[config.mk]
export PLATFORM = sky130hd
export DESIGN_NAME = bsc_core
export DESIGN_NICKNAME = d
export VERILOG_FILES = /design/src/rtl/bsc_pkg.sv /design/src/rtl/bsc_burst_if.sv /design/src/rtl/bsc_pin_sync.sv /design/src/rtl/bsc_burst_ctr.sv /design/src/rtl/bsc_core.sv
export SDC_FILE = /design/constraint.sdc
export NUM_CORES = 1
export LEC_CHECK = 0
export ABC_AREA = 1
export BUFFER_PORTS_ARGS = -buffer_cell sky130_fd_sc_hd__buf_2
export CORE_ASPECT_RATIO = 1.1
export CORE_MARGIN = 3
export CORE_UTILIZATION = 50
export DETAILED_ROUTE_END_ITERATION = 7
export GPL_ROUTABILITY_DRIVEN = 0
export GPL_TIMING_DRIVEN = 1
export HOLD_SLACK_MARGIN = 0.05
export PLACE_DENSITY = 0.8
export SYNTH_ARGS = -nofsm -noshare
export SYNTH_HDL_FRONTEND = slang
export SYNTH_SLANG_ARGS = --single-unit
[constraint.sdc]
create_clock -name clk_sys -period 2.28 [get_ports clk_sys]
set_input_delay 0.456 -clock clk_sys [delete_from_list [all_inputs] [get_ports clk_sys]]
set_output_delay 0.456 -clock clk_sys [all_outputs]
set_load 0.02 [all_outputs]
[src/rtl/bsc_pkg.sv]
// shared constants and types of the synchronous burst sram control block
// assumes one clock domain, clk_sys, with a synchronous active-high reset
package bsc_pkg;

    // ----------------------------------------------------------------
    // geometry
    // ----------------------------------------------------------------
    localparam int BSC_LANES_WIDE = 4;       // lanes a..d
    localparam int BSC_LANES_NARROW = 2;     // lanes a..b only
    localparam int BSC_LANE_W = 9;           // eight data bits plus parity
    localparam int BSC_ADDR_W = 22;          // word address of the wide array
    localparam int BSC_OFS_W = 2;            // burst offset bits

    // ----------------------------------------------------------------
    // reset values and counts
    // ----------------------------------------------------------------
    localparam logic [1:0] BSC_OFS_RESET = 2'h0;
    localparam logic [1:0] BSC_STEP_ONE = 2'h1;
    localparam int BSC_SYNC_STAGES = 3;      // pin synchroniser depth

    // ----------------------------------------------------------------
    // static mode pins, in pin polarity
    // ----------------------------------------------------------------
    typedef struct packed {
        logic burst_order_select_n;   // low = linear, high = interleaved
        logic flow_through_select_n;  // low = flow-through, high = pipeline
        logic sleep_request;          // high = standby
        logic deselect_depth_select;  // low = dual, high = single deselect
        logic drive_strength_select;  // low = high drive, high = low drive
    } bsc_mode_t;

    localparam int BSC_MODE_W = $bits(bsc_mode_t);

    // values the pad pull devices give an open pin
    localparam bsc_mode_t BSC_MODE_RESET = '{
        burst_order_select_n: 1'b1,
        flow_through_select_n: 1'b1,
        sleep_request: 1'b0,
        deselect_depth_select: 1'b1,
        drive_strength_select: 1'b1
    };

    // kind of cycle last taken
    typedef enum logic [1:0] {
        BSC_OP_IDLE,
        BSC_OP_READ,
        BSC_OP_WRITE
    } bsc_op_t;

endpackage

[src/rtl/bsc_burst_if.sv]
// link between the command decoder and the burst offset counter
// assumes both ends run on clk_sys
`timescale 1ns/1ps
interface bsc_burst_if;
    logic load;                         // take load_ofs as new start
    logic advance;                      // step to next offset
    logic linear;                       // linear order when high
    logic [1:0] load_ofs;               // low address bits to preset
    logic [1:0] ofs_now;                // offset held now
    logic [1:0] ofs_next;               // offset after one step

    modport ctl (output load, output advance, output linear, output load_ofs,
                 input ofs_now, input ofs_next);
    modport ctr (input load, input advance, input linear, input load_ofs,
                 output ofs_now, output ofs_next);
endinterface

[src/rtl/bsc_pin_sync.sv]
// three-flop synchroniser for static, asynchronous mode pins
// assumes pins change rarely; a change is taken once stages two and three agree
`timescale 1ns/1ps
module bsc_pin_sync
#(
    parameter int W = 1,
    parameter logic [W-1:0] RESET_VAL = '0
)
(
    // clock and reset
    input wire logic clk_sys,
    input wire logic reset,
    // pins and clean levels
    input wire logic [W-1:0] pin_raw,
    output logic [W-1:0] pin_clean
);
    import bsc_pkg::*;

    typedef struct packed {
        logic [W-1:0] s1;
        logic [W-1:0] s2;
        logic [W-1:0] s3;
        logic [W-1:0] clean;
    } bsc_sync_t;

    bsc_sync_t st_q, st_d;
    logic [W-1:0] clean_nx;

    // ----------------------------------------------------------------
    // per-bit filter; stage one feeds stage two only
    // ----------------------------------------------------------------
    for (genvar i = 0; i < W; i++)
    begin : g_bit
        // agreement of the two settled stages guards against a half-caught edge
        assign clean_nx[i] = (st_q.s2[i] == st_q.s3[i]) ? st_q.s3[i] : st_q.clean[i];
    end

    // shift the stages and take the filtered level
    always_comb
    begin
        st_d = st_q;
        st_d.s1 = pin_raw;
        st_d.s2 = st_q.s1;
        st_d.s3 = st_q.s2;
        st_d.clean = clean_nx;
    end

    // stages reset to the open-pin defaults as well
    always_ff @(posedge clk_sys)
    begin
        if (reset)
            st_q <= '{s1: RESET_VAL, s2: RESET_VAL, s3: RESET_VAL, clean: RESET_VAL};
        else
            st_q <= st_d;
    end

    assign pin_clean = st_q.clean;
endmodule

[src/rtl/bsc_burst_ctr.sv]
// two-bit burst offset counter, linear or interleaved order
// assumes load and advance come from the decoder on clk_sys
`timescale 1ns/1ps
module bsc_burst_ctr
(
    // clock and reset
    input wire logic clk_sys,
    input wire logic reset,
    // decoder side
    bsc_burst_if.ctr bif
);
    import bsc_pkg::*;

    typedef struct packed {
        logic [1:0] start;
        logic [1:0] step;
    } bsc_ctr_t;

    bsc_ctr_t st_q, st_d;
    logic [1:0] step_nx;

    // ----------------------------------------------------------------
    // next state: a load wins over an advance
    // ----------------------------------------------------------------
    always_comb
    begin
        st_d = st_q;
        step_nx = st_q.step + BSC_STEP_ONE;          // wraps on the fifth clock RL2
        if (bif.load)
        begin
            st_d.start = bif.load_ofs;                  // RL18
            st_d.step = BSC_OFS_RESET;
        end
        else if (bif.advance)
            st_d.step = step_nx;
    end

    always_ff @(posedge clk_sys)
    begin
        if (reset)
            st_q <= '{start: BSC_OFS_RESET, step: BSC_OFS_RESET};
        else
            st_q <= st_d;
    end

    // order applies to the sequence, not the stored state, so a held burst follows the pin
    assign bif.ofs_now = bif.linear ? st_q.start + st_q.step : st_q.start ^ st_q.step; // RL1
    assign bif.ofs_next = bif.linear ? st_q.start + step_nx : st_q.start ^ step_nx; // RL2
endmodule

[src/rtl/bsc_core.sv]
// control core of a synchronous burst static ram
// assumes an array with registered read: data valid the cycle after array_re
// assumes the pads provide pull devices and the tri-state data drivers
`timescale 1ns/1ps

// Notes on behaviour
// RL1: burst order pin low gives linear order, high gives interleaved order
// RL2: offset steps four addresses from start, back to start on fifth clock
// RL3: flow-through pin low bypasses output register, high or open uses pipeline
// RL4: sleep request high puts the part in standby, low or open is normal
// RL5: deselect depth pin low gives dual-cycle deselect, high or open single
// RL6: drive strength pin low gives high drive, high or open low drive
// RL7: open mode pins default to pipeline, single deselect, low drive, awake
// RL8: all-lane write low writes every lane whatever the other write inputs
// RL9: all-lane write and byte qualifier both high make a read on all lanes
// RL10: byte qualifier low writes exactly the lanes whose enable is low
// RL11: data lanes stay high impedance during every write cycle
// RL12: lanes c and d exist only in the wide configuration
// RL13: chip select high with controller strobe low is a deselect cycle
// RL14: selected with processor strobe low loads address and starts a read
// RL15: selected, processor strobe high, controller strobe low loads and starts
// RL16: both strobes high with advance low steps to the next burst address
// RL17: both strobes high with advance high holds the current burst address
// RL18: two lowest address bits preset the burst counter on every load
// RL19: output enable acts at once; high turns off, low only enables reads
// RL20: master may tie strobes for simple non-burst operation
// RL21: master may tie strobes and advance for simple burst operation
// RL22: reads with output enable high still advance the counter
// RL23: pipeline adds a clock of latency; single deselect turns off a stage early
// RL24: control, address and write inputs sampled on the rising clock edge
module bsc_core
#(
    parameter int LANES = bsc_pkg::BSC_LANES_WIDE,
    parameter int LANE_W = bsc_pkg::BSC_LANE_W,
    parameter int ADDR_W = bsc_pkg::BSC_ADDR_W
)
(
    // clock and reset
    input wire logic clk_sys,
    input wire logic reset,
    // synchronous bus controls
    input wire logic chip_select_n,
    input wire logic processor_addr_strobe_n,
    input wire logic controller_addr_strobe_n,
    input wire logic burst_advance_n,
    input wire logic all_lane_write_n,
    input wire logic byte_write_qualifier_n,
    input wire logic [LANES-1:0] lane_write_enable_n,
    input wire logic [ADDR_W-1:0] addr_in,
    // asynchronous output enable, active low
    input wire logic output_enable_n,
    // static mode pins
    input wire logic burst_order_select_n,
    input wire logic flow_through_select_n,
    input wire logic sleep_request,
    input wire logic deselect_depth_select,
    input wire logic drive_strength_select,
    // data pins, split
    input wire logic [LANES*LANE_W-1:0] dq_in,
    output logic [LANES*LANE_W-1:0] dq_out,
    output logic [LANES-1:0] dq_oe_n,
    // storage array side
    output logic [ADDR_W-1:0] array_addr,
    output logic array_re,
    output logic [LANES-1:0] array_we,
    output logic [LANES*LANE_W-1:0] array_wr_data,
    input wire logic [LANES*LANE_W-1:0] array_rd_data,
    // status
    output logic sleep_active,
    output logic drive_high,
    output bsc_pkg::bsc_op_t last_op
);
    import bsc_pkg::*;

    localparam int DW = LANES * LANE_W;

    // ----------------------------------------------------------------
    // configuration check
    // ----------------------------------------------------------------
    // only the narrow and the wide arrangement have byte lanes wired out
    if (LANES != BSC_LANES_WIDE && LANES != BSC_LANES_NARROW)
    begin : g_bad_lanes
        $error("LANES must be 2 or 4"); // RL12
    end
    if (ADDR_W <= BSC_OFS_W)
    begin : g_bad_addr
        $error("ADDR_W must exceed the burst offset width");
    end

    // ----------------------------------------------------------------
    // state
    // ----------------------------------------------------------------
    typedef struct packed {
        logic [ADDR_W-1:0] addr;     // address presented to the array
        logic re;                    // read issued this stage
        logic [LANES-1:0] we;        // lane write strobes
        logic [DW-1:0] wdata;        // write data captured with the command
        logic [DW-1:0] hold;         // output register stage of pipeline
        logic [DW-1:0] dout;         // data on the pins
        logic rd2;                   // read one stage past issue
        logic rd3;                   // read two stages past issue
        logic drive;                 // drivers on, before output enable
        bsc_op_t op;                 // last cycle kind taken
    } bsc_core_t;

    bsc_core_t st_q, st_d;
    bsc_mode_t mode_raw, mode;
    logic selected;
    logic load;
    logic advance;
    logic write_intent;
    logic cur_read;
    logic cur_write;
    logic [LANES-1:0] lane_mask;
    logic [ADDR_W-1:0] next_addr;

    bsc_burst_if bif ();

    // ----------------------------------------------------------------
    // mode pins and burst counter
    // ----------------------------------------------------------------
    // mode pins reset to the open-pin defaults and follow the pins once the synchroniser has settled
    assign mode_raw = '{
        burst_order_select_n: burst_order_select_n,
        flow_through_select_n: flow_through_select_n,
        sleep_request: sleep_request,
        deselect_depth_select: deselect_depth_select,
        drive_strength_select: drive_strength_select
    };

    bsc_pin_sync #(
        .W(BSC_MODE_W),
        .RESET_VAL(BSC_MODE_RESET) // RL7
    ) u_mode_sync (
        .clk_sys(clk_sys),
        .reset(reset),
        .pin_raw(mode_raw),
        .pin_clean(mode)
    );

    bsc_burst_ctr u_ctr (
        .clk_sys(clk_sys),
        .reset(reset),
        .bif(bif)
    );

    // ----------------------------------------------------------------
    // command decode
    // ----------------------------------------------------------------
    // byte-write truth table: global write overrides qualifier and lane enables
    always_comb
    begin
        if (!all_lane_write_n)
            lane_mask = '1;                           // RL8
        else if (!byte_write_qualifier_n)
            lane_mask = ~lane_write_enable_n;         // RL10
        else
            lane_mask = '0;                           // RL9
    end

    // a write with every lane enable high still counts as a write cycle
    assign write_intent = !all_lane_write_n || !byte_write_qualifier_n;

    // strobe priority; standby forces every cycle to a deselect
    always_comb
    begin
        selected = !chip_select_n;
        load = 1'b0;
        advance = 1'b0;
        cur_read = 1'b0;
        cur_write = 1'b0;
        if (mode.sleep_request)
        begin
            cur_read = 1'b0;                          // RL4
        end
        else if (selected && !processor_addr_strobe_n)
        begin
            load = 1'b1;                              // RL14
            cur_read = 1'b1;
        end
        else if (selected && !controller_addr_strobe_n)
        begin
            load = 1'b1;                              // RL15
            cur_write = write_intent;
            cur_read = !write_intent;
        end
        else if (!controller_addr_strobe_n)
        begin
            cur_read = 1'b0;                          // RL13
        end
        else
        begin
            // processor strobe ignored while deselected
            advance = !burst_advance_n;               // RL16 RL17
            cur_write = write_intent;
            cur_read = !write_intent;
        end
    end

    assign bif.load = load;
    assign bif.advance = advance;
    assign bif.linear = !mode.burst_order_select_n;   // RL1
    assign bif.load_ofs = addr_in[BSC_OFS_W-1:0];     // RL18

    // continue and suspend keep the loaded upper bits and swap in the counter offset
    always_comb
    begin
        if (load)
            next_addr = addr_in;
        else if (advance)
            next_addr = {st_q.addr[ADDR_W-1:BSC_OFS_W], bif.ofs_next}; // RL16
        else
            next_addr = {st_q.addr[ADDR_W-1:BSC_OFS_W], bif.ofs_now};  // RL17
    end

    // ----------------------------------------------------------------
    // next state
    // ----------------------------------------------------------------
    always_comb
    begin
        st_d = st_q;
        // array command, taken on this rising edge
        st_d.addr = next_addr;                        // RL24
        st_d.re = cur_read;                           // RL22
        st_d.we = cur_write ? lane_mask : '0;         // RL10
        st_d.wdata = cur_write ? dq_in : st_q.wdata;
        st_d.rd2 = st_q.re;
        st_d.rd3 = st_q.rd2;
        // output register only used in pipeline mode
        st_d.hold = array_rd_data;
        if (!mode.flow_through_select_n)
            st_d.dout = array_rd_data;                // RL3
        else
            st_d.dout = st_q.hold;                    // RL23
        // drivers follow the read latency of the selected mode
        if (!mode.flow_through_select_n)
            st_d.drive = st_q.rd2 && (!mode.deselect_depth_select || st_q.re); // RL5
        else
            st_d.drive = st_q.rd3 && (!mode.deselect_depth_select || st_q.rd2); // RL23
        // a write or standby releases the bus at once
        if (cur_write || mode.sleep_request)
            st_d.drive = 1'b0;                        // RL11
        if (cur_write)
            st_d.op = BSC_OP_WRITE;
        else if (cur_read)
            st_d.op = BSC_OP_READ;
        else
            st_d.op = BSC_OP_IDLE;
    end

    always_ff @(posedge clk_sys)
    begin
        if (reset)
        begin
            st_q <= '{addr: '0, re: 1'b0, we: '0, wdata: '0, hold: '0, dout: '0,
                      rd2: 1'b0, rd3: 1'b0, drive: 1'b0, op: BSC_OP_IDLE};
        end
        else
        begin
            st_q <= st_d;
        end
    end

    // ----------------------------------------------------------------
    // outputs
    // ----------------------------------------------------------------
    // output enable bypasses the clock so the bus can be freed mid-cycle
    assign dq_oe_n = {LANES{!st_q.drive || output_enable_n}}; // RL19
    assign dq_out = st_q.dout;
    assign array_addr = st_q.addr;
    assign array_re = st_q.re;
    assign array_we = st_q.we;
    assign array_wr_data = st_q.wdata;
    assign last_op = st_q.op;
    assign sleep_active = mode.sleep_request;         // RL4
    assign drive_high = !mode.drive_strength_select;  // RL6
endmodule

==> run metrics, run 1 <==
status complete, no violations; clk_lat worst skew 0.42 ns; Worst path slowest cell dfxtp_1; GRT Resource Usage Total 18.3%; Final Slew Violations 0; CP delay by family, top flip-flops; top cells by instance count after synthesis dfxtp_1 (164), nand2_1 (139), buf_4 (103); Die Wd 111 um; number of synthesized flops with an enable pin 0; Worst Tran Pin Value 0.674 ns; cells along the critical path buf_2; initial antenna violation count 1; Die Y 122 um; share of layout cells above drive strength 1 32.4%; grt total ovfl 0; startpoint types flop; core area 0.0117 mm^2; kind of critical path flop to output port; n_diodes 0; endpoints failing setup 0; CTS clock-pin slew for the worst setup and hold paths 0.06 ns; clock sink count 164; Post-CTS Hold Buffers 0; Post-Syn Area 0.00610 mm^2; Setup crit end kind output port; Top Ports 219; P per Cell Area 938 mW/mm^2; Critical path buffers and inverters 1; port buffer count 218; pin count of the biggest net entering global routing 60; peak per-stage delay on the critical path 0.46 ns; deepest clock path buffer count 2; Yosys top cell area share 53.8%; DR iter-0 viols 335; CP arrival 1.10 ns; worst vdd ir 778 uV; Slew headroom 55.0%; num rows 41; Yosys warning total 0; FILL cells 1020; CTS buffer count 17; Final WS setup 0.720 ns; CTS resizes 0; Post-synth top flop dfxtp_1; cell count after synthesis 732; final hold vios 0; dpl ws 0.657 ns; Via density 4.56; post-synth cell types 27; full die area 0.0136 mm^2; Max Fclk 0.641 GHz; vias in the first global route 4192; Detail Placement HPWL 8630 um; CP max FO 5; WL/cell 12.4 um; initial core utilization 52.2%; most frequent cell after synthesis dfxtp_1; Worst R2R Setup Slack 0.82 ns; residual DRC count 0; CTS tree yes; Post-CTS Setup Repair Bufs 0; Leakage 0.00376 uW; Async SR Flop Fraction 0%; fin crit share 68.4%; Seq/Total Area, Yosys 53.8%; 1st-pass router iterations 4; H-Tree Depth 4; Yosys top cell by area dfxtp_1; dominant cells by area after synthesis dfxtp_1 (54%), buf_4 (13%), nand2_1 (8.5%), nor2_1 (5.8%), o21ai_0 (4.1%); synthesized area per cell 8.34 um^2; first-pass GRT wire length 19800 um; Synth Net Count 846; Post-Route WL 12500 um; register bit total from synthesis 164; RSZ-0062 raised after global routing no; total negative slack 0 ns; Hold Crit Class input port to flop; max cap viols 0; min Tclk post-route 1.56 ns; Area Growth Syn to Fin 17.0%; root buf cell clkbuf_16; Final ANT Viol Nets 0; Nets 956; clock skew 0.00642 ns; Worst EP required 1.82 ns; via count 4587; Min Hold Slack 0.210 ns
==> cell usage in the layout, fill, tap and decap left out, types with 7 or more instances in the layout <==
master / count
o21ai_0: 50
buf_2: 218
or2_2: 12
nand3_1: 7
dfxtp_1: 164
nor2_1: 95
inv_1: 56
o21ai_1: 15
nand2_1: 139
a21oi_1: 45
clkbuf_16: 17
==> per-layer routing <==
metal  GRT usage, %  vias to the layer above  wire length (um)
li1               -                     2375                 -
met1           21.1                     2022              5080
met2           29.6                      167              5990
met3           8.40                       21              1170
met4           7.45                        2               225
met5              0                        -                13
==> state kept, by name (all words and copies together), names as in the netlist <==
name and cells:
last_op 2, array_addr 22, array_wr_data 36, array_re 1
u_ctr.st_q 4, st_d 1, dq_out 36, u_mode_sync.st_d 10
st_q 38, u_mode_sync.st_q 5, u_mode_sync.pin_clean 5, array_we 4
==> area by class of cell <==
| cell class | count | area, um^2 | area share (%) |
|---|---|---|---|
| flip-flops and latches | 164 | 3280 | 46.0 |
| multi-input cells | 376 | 1660 | 23.2 |
| repair buffers | 224 | 1160 | 16.3 |
| clock buffers | 17 | 425 | 5.96 |
| inverters | 59 | 226 | 3.17 |
| clock inverters | 15 | 201 | 2.82 |
| well taps | 150 | 188 | 2.63 |
==> report_power, final <==
| group | total, uW | internal [uW] | leakage, uW | switching (uW) |
|---|---|---|---|---|
| clock network | 2990 | 1840 | 0.000300 | 1150 |
| registers | 3080 | 3020 | 0.00135 | 57.8 |
| logic | 625 | 232 | 0.00210 | 393 |
| total | 6700 | 5100 | 0.00376 | 1600 |
==> cells by family after synthesis <==
family / Yosys count / share of synthesized area (%)
AND/OR/NAND/NOR: 260 / 17.2
adder cells (fa/ha/maj): 2 / 0.410
buffers and inverters: 192 / 19.0
flip-flops: 164 / 53.8
XOR/XNOR: 1 / 0.144
AO/OA/AOI/OAI: 113 / 9.41
==> per-stage QoR <==
step           utilization, %  total power, uW  std cells  area, um^2
3_3_place_gp             55.7             3760        973        6520
5_1_grt                  61.1             6980       1005        7140
6_report                 61.1             6700       1005        7140
2_1_floorplan               -             3660        732        6100
4_1_cts                  61.1             6770       1005        7140
3_5_place_dp             55.7             3770        973        6520
==> final timing paths <==
kind,end,startpoint,depth (start not counted)
min reg2reg,u_mode_sync.st_d[7],u_mode_sync.st_d[12],2
max reg2reg,array_addr[0],u_mode_sync.pin_clean[2],5
max,sleep_active,u_mode_sync.pin_clean[2],1
min,array_we[0],lane_write_enable_n[0],2
(Power assumes the default switching activity.)
==> inputs of run 2 (changes only) <==
--- a/config.mk
+++ b/config.mk
@@ -9,12 +9,12 @@
 export BUFFER_PORTS_ARGS = -buffer_cell sky130_fd_sc_hd__buf_2
 export CORE_ASPECT_RATIO = 1.1
 export CORE_MARGIN = 3
-export CORE_UTILIZATION = 50
+export CORE_UTILIZATION = 49
 export DETAILED_ROUTE_END_ITERATION = 7
 export GPL_ROUTABILITY_DRIVEN = 0
 export GPL_TIMING_DRIVEN = 1
 export HOLD_SLACK_MARGIN = 0.05
-export PLACE_DENSITY = 0.8
+export PLACE_DENSITY = 0.79
 export SYNTH_ARGS = -nofsm -noshare
 export SYNTH_HDL_FRONTEND = slang
 export SYNTH_SLANG_ARGS = --single-unit
==> constraint.sdc (replaced) <==
create_clock -name clk_sys -period 1.6 [get_ports clk_sys]
set_input_delay 0.32 -clock clk_sys [delete_from_list [all_inputs] [get_ports clk_sys]]
set_output_delay 0.32 -clock clk_sys [all_outputs]
set_load 0.02 [all_outputs]
==> run metrics, run 2 (synthesis results as in run 1) <==
switch share 23.1% (-0.80 points); deepest clock path buffer count 2 (unchanged); H-Tree Depth 4 (unchanged); commonest non-fill, non-tap cell in the layout buf_2; Via density 4.56 (about the same); Post-CTS Hold Buffers 0 (unchanged); number of flip-flops in the largest register 38 (unchanged); FILL cells 1103 (+8.1%); Internal 7390 uW (+45%); Die Wd 112 um (+0.96%); clk_lat worst skew 0.41 ns (about the same); min Tclk post-route 1.41 ns; combinational power share 9.3% (about the same); final hold vios 0 (unchanged); CTS buffer count 17 (unchanged); Slew headroom 48.9% (-6.1 points); top sig layer met5; Area Growth Syn to Fin 17.6%; core area 0.0121 mm^2 (+3.3%); met3 wire length 1270 um (+8.7%); residual DRC count 0 (unchanged); share of layout cells above drive strength 1 32.4% (+0.041 points); Post-Route WL 12300 um (-1.4%); clock sink count 164 (unchanged); Clk network pwr share 45.0% (+0.3 points); max cap viols 0 (unchanged); Top Ports 219 (unchanged); full die area 0.0138 mm^2 (+1.9%); worst vdd ir 916 uV (+18%); Detail Placement HPWL 8720 um (+1.1%); Die Y 123 um (+0.96%); RSZ-0062 raised after global routing no; status complete, no violations; via count 4613 (+0.57%); grt total ovfl 0 (unchanged); CTS clock-pin slew for the worst setup and hold paths 0.06 ns (about the same); CP arrival 1.77 ns (+0.67 ns); WL/cell 12.2 um (-2.0%); placed insts 979 (+0.62%); Post-CTS Setup Repair Bufs 0 (unchanged); Sequential Power Share 45.7% (-0.3 points); clock skew 0.00583 ns (-0.000590 ns); Final ANT Viol Nets 0 (unchanged); fin crit share 88.3%; CP max FO 36 (+31); end-of-flow core utilization 59.4% (-1.7 points); WL met2 5620 um (-6.2%); pin count of the biggest net entering global routing 73 (+22%); Min Hold Slack 0.0889 ns (-0.121 ns); num rows 42 (+2.4%); 1st-pass router iterations 4 (unchanged); most frequent cells in the layout buf_2 (218), dfxtp_1 (164), nand2_1 (139); vias in the first global route 4200 (+0.19%); total negative slack 0 ns (unchanged); Design Power 9610 uW (+43%); Max Fclk 0.708 GHz; Worst Tran Pin Value 0.765 ns (+0.0909 ns); kind of critical path flop to flop; n_diodes 0 (unchanged); GRT Resource Usage Total 17.6% (-0.63 points); P per Cell Area 1340 mW/mm^2 (+43%); Net Switching 2220 uW (+39%); CTS tree yes; startpoint types flop; port buffer count 218 (unchanged); first-pass GRT wire length 19600 um (-0.94%); Hold Crit Class input port to flop; Setup crit end kind flop; endpoints failing setup 0 (unchanged); initial core utilization 50.5% (-1.7 points); initial antenna violation count 1 (unchanged); Post-Layout Cell Count 1011 (+0.60%); CTS resizes 0 (unchanged); Leakage 0.00378 uW (+0.52%); Worst EP required 1.95 ns (+0.13 ns); detailed-routing wirelength on met1 5050 um (-0.69%); Final Slew Violations 0 (unchanged); Nets 958 (+0.21%); DR iter-0 viols 216 (-36%); Reg with most FFs st_q; root buf cell clkbuf_16
run 2: layout make-up:
cell class | instances | area, um^2 | share of cell area, %
clock inverters | 11 | 171 | 2.39
multi-input cells | 376 | 1660 | 23.1
inverters | 59 | 226 | 3.15
flip-flops and latches | 164 | 3280 | 45.7
repair buffers | 226 | 1180 | 16.4
clock buffers | 21 | 470 | 6.55
well taps | 154 | 193 | 2.68
run 2: through the flow:
stage                     instance area (um^2)  worst slack [ns]
after floorplan                           6100             0.435
after global placement                    6540            0.0182
after detailed placement                  6540           -0.0442
after CTS                                 7180             0.160
after global routing                      7180            0.0267
final                                     7180             0.188
run 2: metal layers:
metal,GRT usage [%],vias up
met5,0,-
met4,7.81,2
met3,8.13,32
met2,27.2,183
met1,21.2,2014
li1,-,2382
run 2: power groups by stage:
stage                     clock network [uW]  logic, uW  registers [uW]
after global routing                    4610        996            4420
after floorplan                            0        755            4470
after global placement                     0        887            4480
final                                   4330        892            4390
after detailed placement                   0        902            4480
after CTS                               4430        905            4390
run 2: worst max-delay path: stages (launching register included):
cell,delay (ns)
dfxtp_1,0.43
nor3_4,0.09
nor2_4,0.59
nand2_1,0.13
nand2_1,0.11
run 2: final timing paths:
| path | startpoint | to | slack, ns | depth (start not counted) |
|---|---|---|---|---|
| hold reg to reg | u_mode_sync.st_d[12] | u_mode_sync.st_d[7] | 0.40 | 2 |
| setup reg to reg | u_mode_sync.pin_clean[2] | array_wr_data[35] | 0.19 | 4 |
| setup / recovery | u_mode_sync.pin_clean[2] | array_wr_data[35] | 0.19 | 4 |
| hold / removal | drive_strength_select | u_mode_sync.st_d[10] | 0.09 | 2 |
